==> config.mk <==
export PLATFORM = sky130hd
export DESIGN_NAME = irq_entry
export DESIGN_NICKNAME = d
export VERILOG_FILES = /design/src/hw/irq_entry_pkg.sv /design/src/hw/irq_entry.sv
export VERILOG_INCLUDE_DIRS = /design/src /design/src/hw
export SDC_FILE = /design/constraint.sdc
export NUM_CORES = 1
export LEC_CHECK = 0
export BUFFER_PORTS_ARGS = -buffer_cell sky130_fd_sc_hd__buf_2
export CORE_ASPECT_RATIO = 0.7
export CORE_MARGIN = 1
export CORE_UTILIZATION = 45
export DETAILED_ROUTE_END_ITERATION = 8
export PLACE_DENSITY_LB_ADDON = 0.1
export SKIP_LAST_GASP = 1
export SYNTH_ARGS = -nofsm -noshare
export SYNTH_HDL_FRONTEND = slang
export SYNTH_SLANG_ARGS = --single-unit
==> constraint.sdc <==
create_clock -name mclk -period 2.4 [get_ports mclk]
set_input_delay 0.48 -clock mclk [delete_from_list [all_inputs] [get_ports mclk]]
set_output_delay 0.48 -clock mclk [all_outputs]
set_load 0.005 [all_outputs]
==> src/hw/irq_entry_defs.svh <==
// Constants for the interrupt entry and exit block
`ifndef IRQ_ENTRY_DEFS_SVH
`define IRQ_ENTRY_DEFS_SVH
`define OFS_CTRL 12'h000
`define OFS_STATUS 12'h004
`define OFS_VTB 12'h008
`define OFS_ISB 12'h00C
`define OFS_SAVED 12'h010
`define OFS_PSW 12'h014
`define OFS_ENTRY_PC 12'h018
`define OFS_PEND 12'h01C
`define CTRL_IE_BIT 0
`define CTRL_CP_LSB 8
`define CTRL_SAFETY_BIT 16
`define CTRL_INITLOCK_BIT 17
`define VTB_RST 32'h0000_0000
`define SHIFT_WIDE 5
`define SHIFT_NARROW 3
`define PRIV_SUPER 2'h2
`define PRS_ZERO 2'h0
`define CDC_CLEAR 7'h00
`endif

==> src/hw/irq_entry_pkg.sv <==
// Types shared by the interrupt entry and exit block
`default_nettype none
package irq_entry_pkg;
	typedef logic [7:0] prio_t;
	typedef struct packed {
		logic guard;
		logic gw;
		logic cde;
		logic [6:0] cdc;
		logic on_irq_stack;
		logic [1:0] protection_set_select;
		logic [1:0] priv;
	} psw_s;
	typedef struct packed {
		logic ie;
		prio_t prio;
	} saved_s;
	typedef enum logic [1:0] {OP_NONE, OP_ENABLE, OP_DISABLE, OP_BEGIN} core_op_e;
	typedef enum {ST_IDLE, ST_ENTER, ST_BLOCK} state_e;
endpackage
`default_nettype wire

==> src/hw/irq_entry.sv <==
// CPU interrupt acceptance, handler entry and exception return
//
// Local design decisions: register access over AXI4-Lite and the address map.
`default_nettype none
`include "irq_entry_defs.svh"
module irq_entry
	import irq_entry_pkg::*;
(
	input wire logic mclk,
	input wire logic rstn,
	input wire logic clk_en,
	input wire logic [11:0] s_axi_awaddr,
	input wire logic s_axi_awvalid,
	output logic s_axi_awready,
	input wire logic [31:0] s_axi_wdata,
	input wire logic [3:0] s_axi_wstrb,
	input wire logic s_axi_wvalid,
	output logic s_axi_wready,
	output logic [1:0] s_axi_bresp,
	output logic s_axi_bvalid,
	input wire logic s_axi_bready,
	input wire logic [11:0] s_axi_araddr,
	input wire logic s_axi_arvalid,
	output logic s_axi_arready,
	output logic [31:0] s_axi_rdata,
	output logic [1:0] s_axi_rresp,
	output logic s_axi_rvalid,
	input wire logic s_axi_rready,
	input wire logic [7:0] pending_priority,
	input wire logic irq_trigger,
	output logic irq_ack,
	output logic [7:0] ack_priority,
	input wire logic in_trap,
	input wire logic multi_cycle,
	input wire logic icw_write,
	input wire logic [1:0] core_op,
	input wire logic [7:0] op_priority,
	input wire logic op_done,
	input wire logic ret_op,
	input wire logic [31:0] current_pc,
	output logic [31:0] return_link_reg,
	output logic [31:0] stack_ptr_reg,
	output logic [31:0] entry_pc,
	output logic entry_pulse,
	output logic save_upper,
	output logic save_lower,
	output logic restore_upper
);
	state_e state_r;
	logic ie_r;
	prio_t cur_prio_r;
	saved_s saved_r;
	psw_s psw_r;
	logic [31:0] vtb_r;
	logic [31:0] isb_r;
	logic safety_cfg_r;
	logic init_open_r;
	logic op_busy_r;
	prio_t taken_r;
	logic aw_ok_r;
	logic w_ok_r;
	logic [11:0] awaddr_r;
	logic [31:0] wdata_r;
	logic [3:0] wstrb_r;
	logic wr_fire;
	logic rd_fire;
	logic accept;
	logic [31:0] vec_addr;
	logic [31:0] base_clr;
	logic [31:0] wmask;
	logic [31:0] status_word;
	logic icw_bus_wr;
	logic [1:0] wr_resp;

	// Clean OR only if software kept overlapping base bits zero
	assign base_clr = {vtb_r[31:1], 1'b0};
	always_comb begin
		if (!vtb_r[0]) begin
			vec_addr = base_clr | ({24'h000000, pending_priority} << `SHIFT_WIDE);
		end else begin
			vec_addr = base_clr | ({24'h000000, pending_priority} << `SHIFT_NARROW);
		end
	end

	// Hold entry off rather than drop a bus write of these words
	assign icw_bus_wr = wr_fire && (awaddr_r == `OFS_CTRL || awaddr_r == `OFS_SAVED
		|| awaddr_r == `OFS_PSW);

	// Zero priority never exceeds current, so it never wins
	assign accept = (state_r == ST_IDLE) && irq_trigger && ie_r
		&& (pending_priority > cur_prio_r) && (pending_priority != 8'h00)
		&& !in_trap && !multi_cycle && !icw_write && !icw_bus_wr
		&& !op_busy_r && (core_op_e'(core_op) == OP_NONE);

	always_ff @(posedge mclk) begin
		if (!rstn) begin
			state_r <= ST_IDLE;
		end else if (clk_en) begin
			case (state_r)
				ST_IDLE: begin
					if (accept) begin
						state_r <= ST_ENTER;
					end
				end
				// Two blocking cycles, ST_ENTER then ST_BLOCK, cover handler entry
				ST_ENTER: state_r <= ST_BLOCK;
				ST_BLOCK: state_r <= ST_IDLE;
				default: state_r <= ST_IDLE;
			endcase
		end
	end

	always_ff @(posedge mclk) begin
		if (!rstn) begin
			op_busy_r <= 1'b0;
		end else if (clk_en) begin
			if (core_op_e'(core_op) != OP_NONE) begin
				op_busy_r <= 1'b1;
			end else if (op_done) begin
				op_busy_r <= 1'b0;
			end
		end
	end

	always_ff @(posedge mclk) begin
		if (!rstn) begin
			irq_ack <= 1'b0;
			ack_priority <= 8'h00;
			entry_pulse <= 1'b0;
			save_upper <= 1'b0;
			entry_pc <= 32'h0000_0000;
			return_link_reg <= 32'h0000_0000;
			taken_r <= 8'h00;
		end else if (clk_en) begin
			irq_ack <= accept;
			entry_pulse <= accept;
			save_upper <= accept;
			if (accept) begin
				ack_priority <= pending_priority;
				taken_r <= pending_priority;
				entry_pc <= vec_addr;
				return_link_reg <= current_pc;
			end
		end
	end

	always_ff @(posedge mclk) begin
		if (!rstn) begin
			save_lower <= 1'b0;
			restore_upper <= 1'b0;
		end else if (clk_en) begin
			save_lower <= (core_op_e'(core_op) == OP_BEGIN);
			restore_upper <= ret_op && !accept;
		end
	end

	// Enable and priority: entry, instructions, return and software writes
	always_ff @(posedge mclk) begin
		if (!rstn) begin
			ie_r <= 1'b0;
			cur_prio_r <= 8'h00;
			saved_r <= '0;
		end else if (clk_en) begin
			if (accept) begin
				saved_r.ie <= ie_r;
				ie_r <= 1'b0;
				saved_r.prio <= cur_prio_r;
				cur_prio_r <= pending_priority;
			end else if (ret_op) begin
				cur_prio_r <= saved_r.prio;
				ie_r <= saved_r.ie;
			end else if (core_op_e'(core_op) == OP_ENABLE) begin
				ie_r <= 1'b1;
			end else if (core_op_e'(core_op) == OP_DISABLE) begin
				ie_r <= 1'b0;
			end else if (core_op_e'(core_op) == OP_BEGIN) begin
				ie_r <= 1'b1;
				cur_prio_r <= op_priority;
			end else if (wr_fire && awaddr_r == `OFS_CTRL) begin
				if (wstrb_r[0]) begin
					ie_r <= wdata_r[`CTRL_IE_BIT];
				end
				if (wstrb_r[1]) begin
					cur_prio_r <= wdata_r[`CTRL_CP_LSB +: 8];
				end
			end else if (wr_fire && awaddr_r == `OFS_SAVED) begin
				if (wstrb_r[0]) begin
					saved_r.prio <= wdata_r[7:0];
				end
				if (wstrb_r[1]) begin
					saved_r.ie <= wdata_r[8];
				end
			end
		end
	end

	// Status word and stack pointer on entry
	always_ff @(posedge mclk) begin
		if (!rstn) begin
			psw_r <= '0;
			stack_ptr_reg <= 32'h0000_0000;
		end else if (clk_en) begin
			if (accept) begin
				if (!psw_r.on_irq_stack) begin
					stack_ptr_reg <= isb_r;
				end
				psw_r.on_irq_stack <= 1'b1;
				psw_r.priv <= `PRIV_SUPER;
				psw_r.protection_set_select <= `PRS_ZERO;
				psw_r.cdc <= `CDC_CLEAR;
				psw_r.cde <= 1'b1;
				psw_r.guard <= safety_cfg_r;
				psw_r.gw <= 1'b0;
			end else if (wr_fire && awaddr_r == `OFS_PSW) begin
				psw_r <= wdata_r[14:0];
			end
		end
	end

	// Configuration; vector base guarded by init lock
	always_ff @(posedge mclk) begin
		if (!rstn) begin
			vtb_r <= `VTB_RST;
			isb_r <= 32'h0000_0000;
			safety_cfg_r <= 1'b0;
			init_open_r <= 1'b1;
		end else if (clk_en && wr_fire) begin
			if (awaddr_r == `OFS_VTB && init_open_r) begin
				vtb_r <= wdata_r & wmask | vtb_r & ~wmask;
			end
			if (awaddr_r == `OFS_ISB) begin
				isb_r <= wdata_r & wmask | isb_r & ~wmask;
			end
			if (awaddr_r == `OFS_CTRL && wstrb_r[2]) begin
				safety_cfg_r <= wdata_r[`CTRL_SAFETY_BIT];
				init_open_r <= wdata_r[`CTRL_INITLOCK_BIT];
			end
		end
	end

	always_comb begin
		for (int i = 0; i < 4; i++) begin
			wmask[i*8 +: 8] = {8{wstrb_r[i]}};
		end
	end

	// AXI4-Lite write path: address and data latched in either order
	assign wr_fire = aw_ok_r && w_ok_r && !s_axi_bvalid;
	// Read-only and unmapped words refuse writes alike
	always_comb begin
		case (awaddr_r)
			`OFS_CTRL, `OFS_VTB, `OFS_ISB, `OFS_SAVED, `OFS_PSW: wr_resp = 2'h0;
			default: wr_resp = 2'h2;
		endcase
	end
	always_ff @(posedge mclk) begin
		if (!rstn) begin
			aw_ok_r <= 1'b0;
			w_ok_r <= 1'b0;
			awaddr_r <= 12'h000;
			wdata_r <= 32'h0000_0000;
			wstrb_r <= 4'h0;
			s_axi_awready <= 1'b0;
			s_axi_wready <= 1'b0;
			s_axi_bvalid <= 1'b0;
			s_axi_bresp <= 2'h0;
		end else if (clk_en) begin
			s_axi_awready <= !aw_ok_r && s_axi_awvalid && !s_axi_awready;
			s_axi_wready <= !w_ok_r && s_axi_wvalid && !s_axi_wready;
			if (s_axi_awvalid && s_axi_awready) begin
				aw_ok_r <= 1'b1;
				awaddr_r <= {s_axi_awaddr[11:2], 2'h0};
			end
			if (s_axi_wvalid && s_axi_wready) begin
				w_ok_r <= 1'b1;
				wdata_r <= s_axi_wdata;
				wstrb_r <= s_axi_wstrb;
			end
			if (wr_fire) begin
				s_axi_bvalid <= 1'b1;
				aw_ok_r <= 1'b0;
				w_ok_r <= 1'b0;
				s_axi_bresp <= wr_resp;
			end else if (s_axi_bvalid && s_axi_bready) begin
				s_axi_bvalid <= 1'b0;
			end
		end
	end

	assign status_word = {7'h00, taken_r, state_r != ST_IDLE, op_busy_r, psw_r};
	assign rd_fire = s_axi_arvalid && s_axi_arready;
	always_ff @(posedge mclk) begin
		if (!rstn) begin
			s_axi_arready <= 1'b0;
			s_axi_rvalid <= 1'b0;
			s_axi_rdata <= 32'h0000_0000;
			s_axi_rresp <= 2'h0;
		end else if (clk_en) begin
			s_axi_arready <= s_axi_arvalid && !s_axi_arready && !s_axi_rvalid;
			if (rd_fire) begin
				s_axi_rvalid <= 1'b1;
				s_axi_rresp <= 2'h0;
				case ({s_axi_araddr[11:2], 2'h0})
					`OFS_CTRL: s_axi_rdata <= {14'h0000, init_open_r, safety_cfg_r,
						cur_prio_r, 7'h00, ie_r};
					`OFS_STATUS: s_axi_rdata <= status_word;
					`OFS_VTB: s_axi_rdata <= vtb_r;
					`OFS_ISB: s_axi_rdata <= isb_r;
					`OFS_SAVED: s_axi_rdata <= {23'h000000, saved_r.ie, saved_r.prio};
					`OFS_PSW: s_axi_rdata <= {17'h00000, psw_r};
					`OFS_ENTRY_PC: s_axi_rdata <= entry_pc;
					`OFS_PEND: s_axi_rdata <= {23'h000000, irq_trigger, pending_priority};
					default: begin
						s_axi_rdata <= 32'h0000_0000;
						s_axi_rresp <= 2'h2;
					end
				endcase
			end else if (s_axi_rvalid && s_axi_rready) begin
				s_axi_rvalid <= 1'b0;
			end
		end
	end
endmodule
`default_nettype wire

# After elaboration in Yosys (flattened, before gate mapping)
# Cells that the tools add are included.
# word_totals
register_bits	328
input_bits	124
output_inout_bits	150
word_cells	200
# classes
n_lt_le_gt_ge	1
eq_ne	23
muxes	41
bitwise	9
reduce_logical	89
# op_table
operator	count
32-bit case mux with 8 select lines	1
32-bit AND	3
32-bit zero test	2
32-bit two-way mux	2
8-bit two-way mux	8
32-bit OR	2
32-bit case mux with 2 select lines	1
9-bit two-way mux	7
10-bit by 3-bit == test with 1-bit output, second input constant	6
10-bit by 2-bit == test with 1-bit output, second input constant	4
32-bit by 1-bit == test with 1-bit output, second input constant	1
32-bit NOT	1
32-bit by 11-bit OR with 32-bit output	1
32-bit by 13-bit OR with 32-bit output	1
32-bit nonzero test	1
1-bit logical AND	31
15-bit two-way mux	2
2-bit AND reduction	15
2-bit nonzero test	10
1-bit two-way mux	18
8-bit AND reduction	2
1-bit zero test	13
12-bit zero test	1
6-bit nonzero test	2
other kinds (18)	28

# Longest topological paths before layout
# Gate-level depths: netlist (run 1).
# logic_depth
ltp_word	13
mapped_depth	10
mapped_depth_nobuf	8

# Least setup slack after synthesis (run 1)
# Ideal clock, no wire load.
# synth_path
path_type	input to register
start	input pending_priority[1]
end	register entry_pc[4]
setup_ns	0.078
arrival_ns	2.062
required_ns	2.322
setup_slack_ns	0.260
stages	9
n_path_buf	2
path_cell_list	ha_1 > nor2b_1 > o211ai_1 > a21oi_1 > o211a_1 > buf_2 > buf_2 > nor2_1 > nor3_1
# synth_via
elab_chain_cells	10
elab_cells_between_ends	13
classes_between	order compare (1); mux (1); bitwise (1); reduce/logical (10)
# synth_lines
element	line_no	text
start, declared	irq_entry.sv:29	input wire logic [7:0] pending_priority,
8-bit > comparator	irq_entry.sv:91	&& (pending_priority > cur_prio_r) && (pending_priority != 8'h00)
1-bit logical AND (2 in a row)	irq_entry.sv:91	
1-bit logical AND (4 in a row)	irq_entry.sv:92	&& !in_trap && !multi_cycle && !icw_write && !icw_bus_wr
1-bit logical AND (2 in a row)	irq_entry.sv:93	&& !op_busy_r && (core_op_e'(core_op) == OP_NONE);
2-bit AND reduction (no source line)	n/a	
end signal, assigned	irq_entry.sv:141	entry_pc <= vec_addr;
end, declared	irq_entry.sv:43	output logic [31:0] entry_pc,
# Parallel ways exist; a longest one is shown, timed or not.
# A chain may end at the register's enable or synchronous reset.

# Worst setup path in the final report (run 1)
# layout_path
start	register cur_prio_r[7]
end	register psw_r[14] (netlist name)
# layout_via
elab_chain_cells	11
elab_cells_between_ends	12
classes_between	order compare (1); mux (1); reduce/logical (10)
# layout_lines
element	line_no	text
start, declared	irq_entry.sv:51	prio_t cur_prio_r;
start signal, assigned	irq_entry.sv:168	cur_prio_r <= pending_priority;
start signal, assigned	irq_entry.sv:170	cur_prio_r <= saved_r.prio;
start signal, assigned	irq_entry.sv:178	cur_prio_r <= op_priority;
8-bit > comparator *	irq_entry.sv:91	
1-bit logical AND * (2 in a row)	irq_entry.sv:91	
1-bit logical AND * (4 in a row)	irq_entry.sv:92	
1-bit logical AND * (2 in a row)	irq_entry.sv:93	
2-bit nonzero test (no source line)	n/a	
2-bit AND reduction (no source line)	n/a	
end signal, assigned	irq_entry.sv:215	psw_r <= wdata_r[14:0];
end, declared	irq_entry.sv:53	psw_s psw_r;
# Every way passes the cells marked *; elsewhere a longest branch is shown, timed or not.

==> results of run 1 <==
[stage by stage]
stage          setup TNS, ns  area (sq um)  power (mW)
6_report                   0         15700        10.6
5_1_grt              -0.0109         15700        10.9
4_1_cts                    0         15600        10.7
3_5_place_dp          -12.36         14500        5.55
3_3_place_gp           -8.70         14500        5.55
2_1_floorplan              0         12400        5.29
[area by class of cell]
type                            count  area (sq um)  share of cell area (%)
Sequential cell                   295          5910                    37.5
Antenna cell                        1          2.50                  0.0159
Multi-Input combinational cell   1083          5940                    37.8
Inverter                           18          72.6                   0.461
Clock buffer                       43           900                    5.72
Timing Repair Buffer              364          2250                    14.3
Tap cell                          364           455                    2.89
Clock inverter                     12           208                    1.32
[critical path, delay by kind of cell, from the launching register on]
kind            cells  cell delay (ns)
buf+inv             5             0.72
simple gates        3             0.29
flops               1             0.35
compound gates      3             0.49
fa+ha+maj           1             0.33
[kinds of logic after synthesis]
family / share of synthesized area (%)
adder cells (fa/ha/maj): 1.21
AND/OR/NAND/NOR: 22.2
AO/OA/AOI/OAI: 19.0
buffers and inverters: 4.81
flip-flops: 47.7
multiplexers: 5.10
other: 0.0303
[layout by cell type, fill, tap and decap left out, drive strengths merged, types with 7 or more instances in the layout]
cell	synthesis	final
a22oi	8	8
a221oi	18	18
clkbuf	69	45
nor2	103	103
mux2	7	7
a21o	7	7
nor3	20	20
nand3	90	90
o221a	8	8
nand2	362	362
mux2i	53	53
buf	44	362
and3	15	15
a221o	7	7
a211oi	17	17
a2bb2oi	9	9
dfxtp	295	295
a21oi	219	219
ha	12	12
a22o	15	15
inv	16	17
o21ai	45	45
[worst min-delay path by stage]
stage	cells after the start	to	slack [ns]
after global placement	2	s_axi_rdata[21]	0.43
after detailed placement	2	return_link_reg[22]	0.44
after CTS	3	wdata_r[15]	0.13
final	3	wdata_r[28]	0.14
after floorplan	2	saved_r[8]	0.44
after global routing	3	wdata_r[29]	0.14
[routing by layer]
metal | up-vias | wire length [um] | GRT usage, %
met1 | 5631 | 22000 | 48.7
met3 | 53 | 4730 | 7.98
li1 | 5827 | - | -
met5 | - | 0 | 0
met2 | 592 | 16300 | 37.2
met4 | 0 | 563 | 5.26
[power by group through the flow]
stage,logic [mW],clock network [mW],registers [mW]
after detailed placement,0.492,0,5.06
after global placement,0.488,0,5.06
after global routing,0.547,5.45,4.95
after floorplan,0.245,0,5.04
final,0.502,5.18,4.95
after CTS,0.495,5.21,4.95
[timing repair]
item                       CTS  global route
gates resized for setup      0             5
setup buffers                0             1
setup endpoints to repair    0           105
==> flow_metrics.tcl, run 1 <==
set metrics [dict create \
    status "finished clean" \
    intPower_mw 8.26 \
    maxCapViolations 0 \
    dr.pass1.iters 7 \
    synth_largest_area_cell "dfxtp_1" \
    postCtsHoldBufs 0 \
    yosysMostFrequentCell "nand2_1" \
    area_delta_synth_final_pct 27.1 \
    path_cells "inv_1 > ha_1 > nand4_1 > o22ai_2 > nor3_4 > buf_4 > buf_4 > o211ai_4 > buf_12 > buf_8 > nand2_1 > a211oi_1" \
    place_congestion 0.939 \
    synth_cell_types 65 \
    synthTopCellsByArea "dfxtp_1, nand2_1, a21oi_1, mux2i_1, nand3_1" \
    tightest_slew_ns 1.05 \
    grt_overflow 0 \
    cp-endpoint "psw_r[14]" \
    cts.sinks 295 \
    critPathMaxStageDelay_ns 0.35 \
    skew_ns 0.0160 \
    netlist.area_leader.share_pct 47.7 \
    final_antenna_net_count 0 \
    dp_hpwl_um 31600 \
    cp_slowest_cell "dfxtp_2" \
    clk_latency_ns 0.58 \
    p_seq_share_pct 46.6 \
    setup_viol 0 \
    seq_area_frac_synth_pct 47.7 \
    r2r_setup_slack_ns 0.15 \
    power.share.switching_pct 22.3 \
    final_nets 1928 \
    rows 50 \
    via_per_inst 5.55 \
    grt_max_degree 106 \
    fill_cells 2527 \
    cp-start-kind "flop" \
    fin_util_pct 58.5 \
    cp.required_ns 2.89 \
    clk_path_buf_depth 3 \
    cts_tree "yes" \
    floorplan.die.height_um 141 \
    syn_inst 1506 \
    rr_worst_depth 12 \
    relSlewSlack_pct 29.7 \
    track_usage_pct 29.7 \
    worst_ep_arrival_time_ns 2.74 \
    slew_violations 0 \
    min_from "s_axi_wdata[28]" \
    pin_count 274 \
    rsz0062_at_grt "true" \
    port_buffers 266 \
    cp_common_cell "buf_4" \
    r2r_end "psw_r[14]" \
    wire_per_inst_um 20.0 \
    synth_edf_count 0 \
    synth.avg_cell_area_sq_um 8.22 \
    timing.hold.ws_ns 0.138 \
    p_per_area_mw_per_mm2 675 \
    fin_crit_sh_pct 93.9 \
    finalHoldViolations 0 \
    p_leak_nw 6.51 \
    yosys_most_used_dff "dfxtp_1" \
    power.switching_mw 2.37 \
    p_comb_share_pct 4.7 \
    synthTopCellsByCount "nand2_1, dfxtp_1, a21oi_1" \
    netlist_area_sq_mm 0.0124 \
    vias 12100 \
    crit_fanout 12 \
    synth_warnings 0 \
    grt_pass1_vias 10500 \
    core_area_sq_mm 0.0269 \
    clkPwrFrac_pct 48.7 \
    drive_gt1_share_pct 25.1 \
    post-place-ws_ns -0.233 \
    r2r-start "cur_prio_r[7]" \
    drcViolationCount 0 \
    wl_um 43600 \
    min_period_ns 2.25 \
    dp.cells 2119 \
    hold_class "in2reg" \
    initial_core_util_pct 46.0 \
    path_clk_slew_ns 0.06 \
    grt_pass1_wl_um 64400 \
    die_x_um 200 \
    crit_type "reg2reg" \
    end_kind "flop" \
    antenna_found_initial 2 \
    irDropWorstVdd_mv 0.479 \
    cts_buffers 30 \
    worst_slack_ns 0.146 \
    h-tree-depth 1 \
    synth_seq_cells 295 \
    die_area_sq_mm 0.0282 \
    layoutNonFillerInstCount 2180 \
    drt_iter0_markers 1408 \
    fmax_mhz 444 \
    async_flop_share_pct 0 \
    root_buffer "clkbuf_16" \
    startpoint "cur_prio_r[7]" \
]
(Power assumes the default switching activity.)
==> run 2, diff against run 1 <==
==> constraint.sdc (replaced) <==
create_clock -name mclk -period 1.95 [get_ports mclk]
set_input_delay 0.39 -clock mclk [delete_from_list [all_inputs] [get_ports mclk]]
set_output_delay 0.39 -clock mclk [all_outputs]
set_load 0.005 [all_outputs]
==> run 2 against run 1 <==
  * The run now ends with setup timing left
  * Utilization up 7.6 points
  * Routed wire length up 10%
  * Setup slack worse by 0.34 ns
==> flow_metrics.tcl, run 2 (synthesized netlist as in run 1, its figures left out) <==
set metrics [dict create \
    p_leak_nw 7.64 \
    irDropWorstVdd_mv 0.674 \
    grt_max_degree 92 \
    status "finished with violations" \
    r2r-start "cur_prio_r[1]" \
    die_x_um 200 \
    p_per_area_mw_per_mm2 714 \
    setup_viol 139 \
    initial_core_util_pct 46.0 \
    place_congestion 0.946 \
    multi_input_area_sq_mm 0.00691 \
    path_clk_slew_ns 0.06 \
    cp.required_ns 2.40 \
    layoutNonFillerInstCount 2269 \
    crit_fanout 8 \
    skew_ns 0.0182 \
    drt_iter0_markers 1251 \
    dp_hpwl_um 32900 \
    tightest_slew_ns 0.700 \
    rsz0062_at_grt "true" \
    drive_gt1_share_pct 37.9 \
    clk_latency_ns 0.58 \
    die_area_sq_mm 0.0282 \
    timing.hold.ws_ns 0.0491 \
    cp-start-kind "flop" \
    final_antenna_net_count 0 \
    final_nets 2020 \
    finalHoldViolations 0 \
    grt_pass1_vias 11200 \
    fill_cells 2265 \
    port_buffers 266 \
    rr_worst_depth 10 \
    grt_pass1_wl_um 69000 \
    regArea_sq_mm 0.00591 \
    cp-endpoint "stack_ptr_reg[2]" \
    clk_path_buf_depth 3 \
    mostFrequentLayoutCell "dfxtp_1" \
    worst_ep_arrival_time_ns 2.59 \
    h-tree-depth 1 \
    crit_type "reg2reg" \
    relSlewSlack_pct 53.3 \
    slew_violations 0 \
    cts.sinks 295 \
    worst_slack_ns -0.192 \
    root_buffer "clkbuf_16" \
    dr.pass1.iters 5 \
    via_per_inst 5.59 \
    hold_class "in2reg" \
    maxCapViolations 0 \
    floorplan.die.height_um 141 \
    grt_overflow 0 \
    r2r_end "stack_ptr_reg[2]" \
    r2r_setup_slack_ns -0.19 \
    postCtsHoldBufs 0 \
    dp.cells 2174 \
    core_area_sq_mm 0.0269 \
    end_kind "flop" \
    vias 12700 \
    track_usage_pct 31.6 \
    startpoint "cur_prio_r[1]" \
    cts_tree "yes" \
    wl_um 48000 \
    drcViolationCount 0 \
    antenna_found_initial 2 \
    post-place-ws_ns -0.377 \
    fmax_mhz 467 \
    pin_count 274 \
    failed_checks "setup timing" \
    fin_crit_sh_pct 110 \
    min_period_ns 2.14 \
    area_delta_synth_final_pct 43.7 \
    cts_buffers 29 \
    rows 50 \
    mostFrequentLayoutCells "dfxtp_1, nand2_1, buf_2" \
    wire_per_inst_um 21.1 \
]
## run 2: per-stage QoR
stage               util [%]  setup TNS, ns  total power, mW  cell area (sq um)
floorplan                  -       -0.00468             6.51              12400
global placement        55.8         -43.90             6.87              15000
detailed placement      55.8         -47.86             6.87              15000
CTS                     62.2         -16.07             12.7              16700
global route            66.1         -26.45             13.1              17800
finish                  66.1         -15.87             12.7              17800
## run 2: final cells by class
class                      instances  share of cell area (%)
multi-input combinational       1082                    38.8
antenna                            2                  0.0281
timing repair buffer             458                    19.4
clock buffer                      42                    4.63
tap                              364                    2.56
inverter                          18                   0.436
sequential                       295                    33.2
clock inverter                     8                   0.872
## run 2: how the worst min path moves through the flow
| stage | cells after the start | endpoint | start | slack (ns) |
|---|---|---|---|---|
| floorplan | 2 | saved_r[8] | saved_r[8] | 0.44 |
| global placement | 2 | s_axi_rdata[19] | s_axi_rdata[19] | 0.43 |
| detailed placement | 2 | s_axi_rdata[6] | s_axi_rdata[6] | 0.44 |
| CTS | 3 | wdata_r[20] | s_axi_wdata[20] | 0.04 |
| global route | 3 | wdata_r[26] | s_axi_wdata[26] | 0.05 |
| finish | 3 | awaddr_r[10] | s_axi_awaddr[10] | 0.05 |
## run 2: timing repair
item	in CTS	in global routing
pin swaps	32	117
endpoints found under the setup margin	178	204
buffers inserted	18	12
gates cloned	10	11
gates resized for setup	87	231
## run 2: power by group
part / leakage, nW / switching, mW / total (mW) / internal [mW]
Sequential: 2.38 / 0.0327 / 6.09 / 6.05
Combinational: 4.78 / 0.433 / 0.734 / 0.301
Clock: 0.481 / 2.43 / 5.88 / 3.45
## run 2: worst max-delay path, stage by stage, from the launching register on
cell	delay, ns
dfxtp_2	0.35
inv_4	0.05
ha_4	0.21
nor2b_4	0.12
o211ai_1	0.29
a21oi_4	0.15
o2111ai_4	0.24
buf_12	0.18
buf_6	0.19
mux2i_1	0.19
nor2_1	0.05
## run 2: metal layers
layer / global-route usage (%) / wire length (um) / vias to the layer above
li1: - / - / 6011
met1: 51.3 / 23600 / 6022
met2: 42.2 / 19000 / 595
met3: 6.87 / 4770 / 53
met4: 4.50 / 635 / 0
met5: 0 / 0 / -
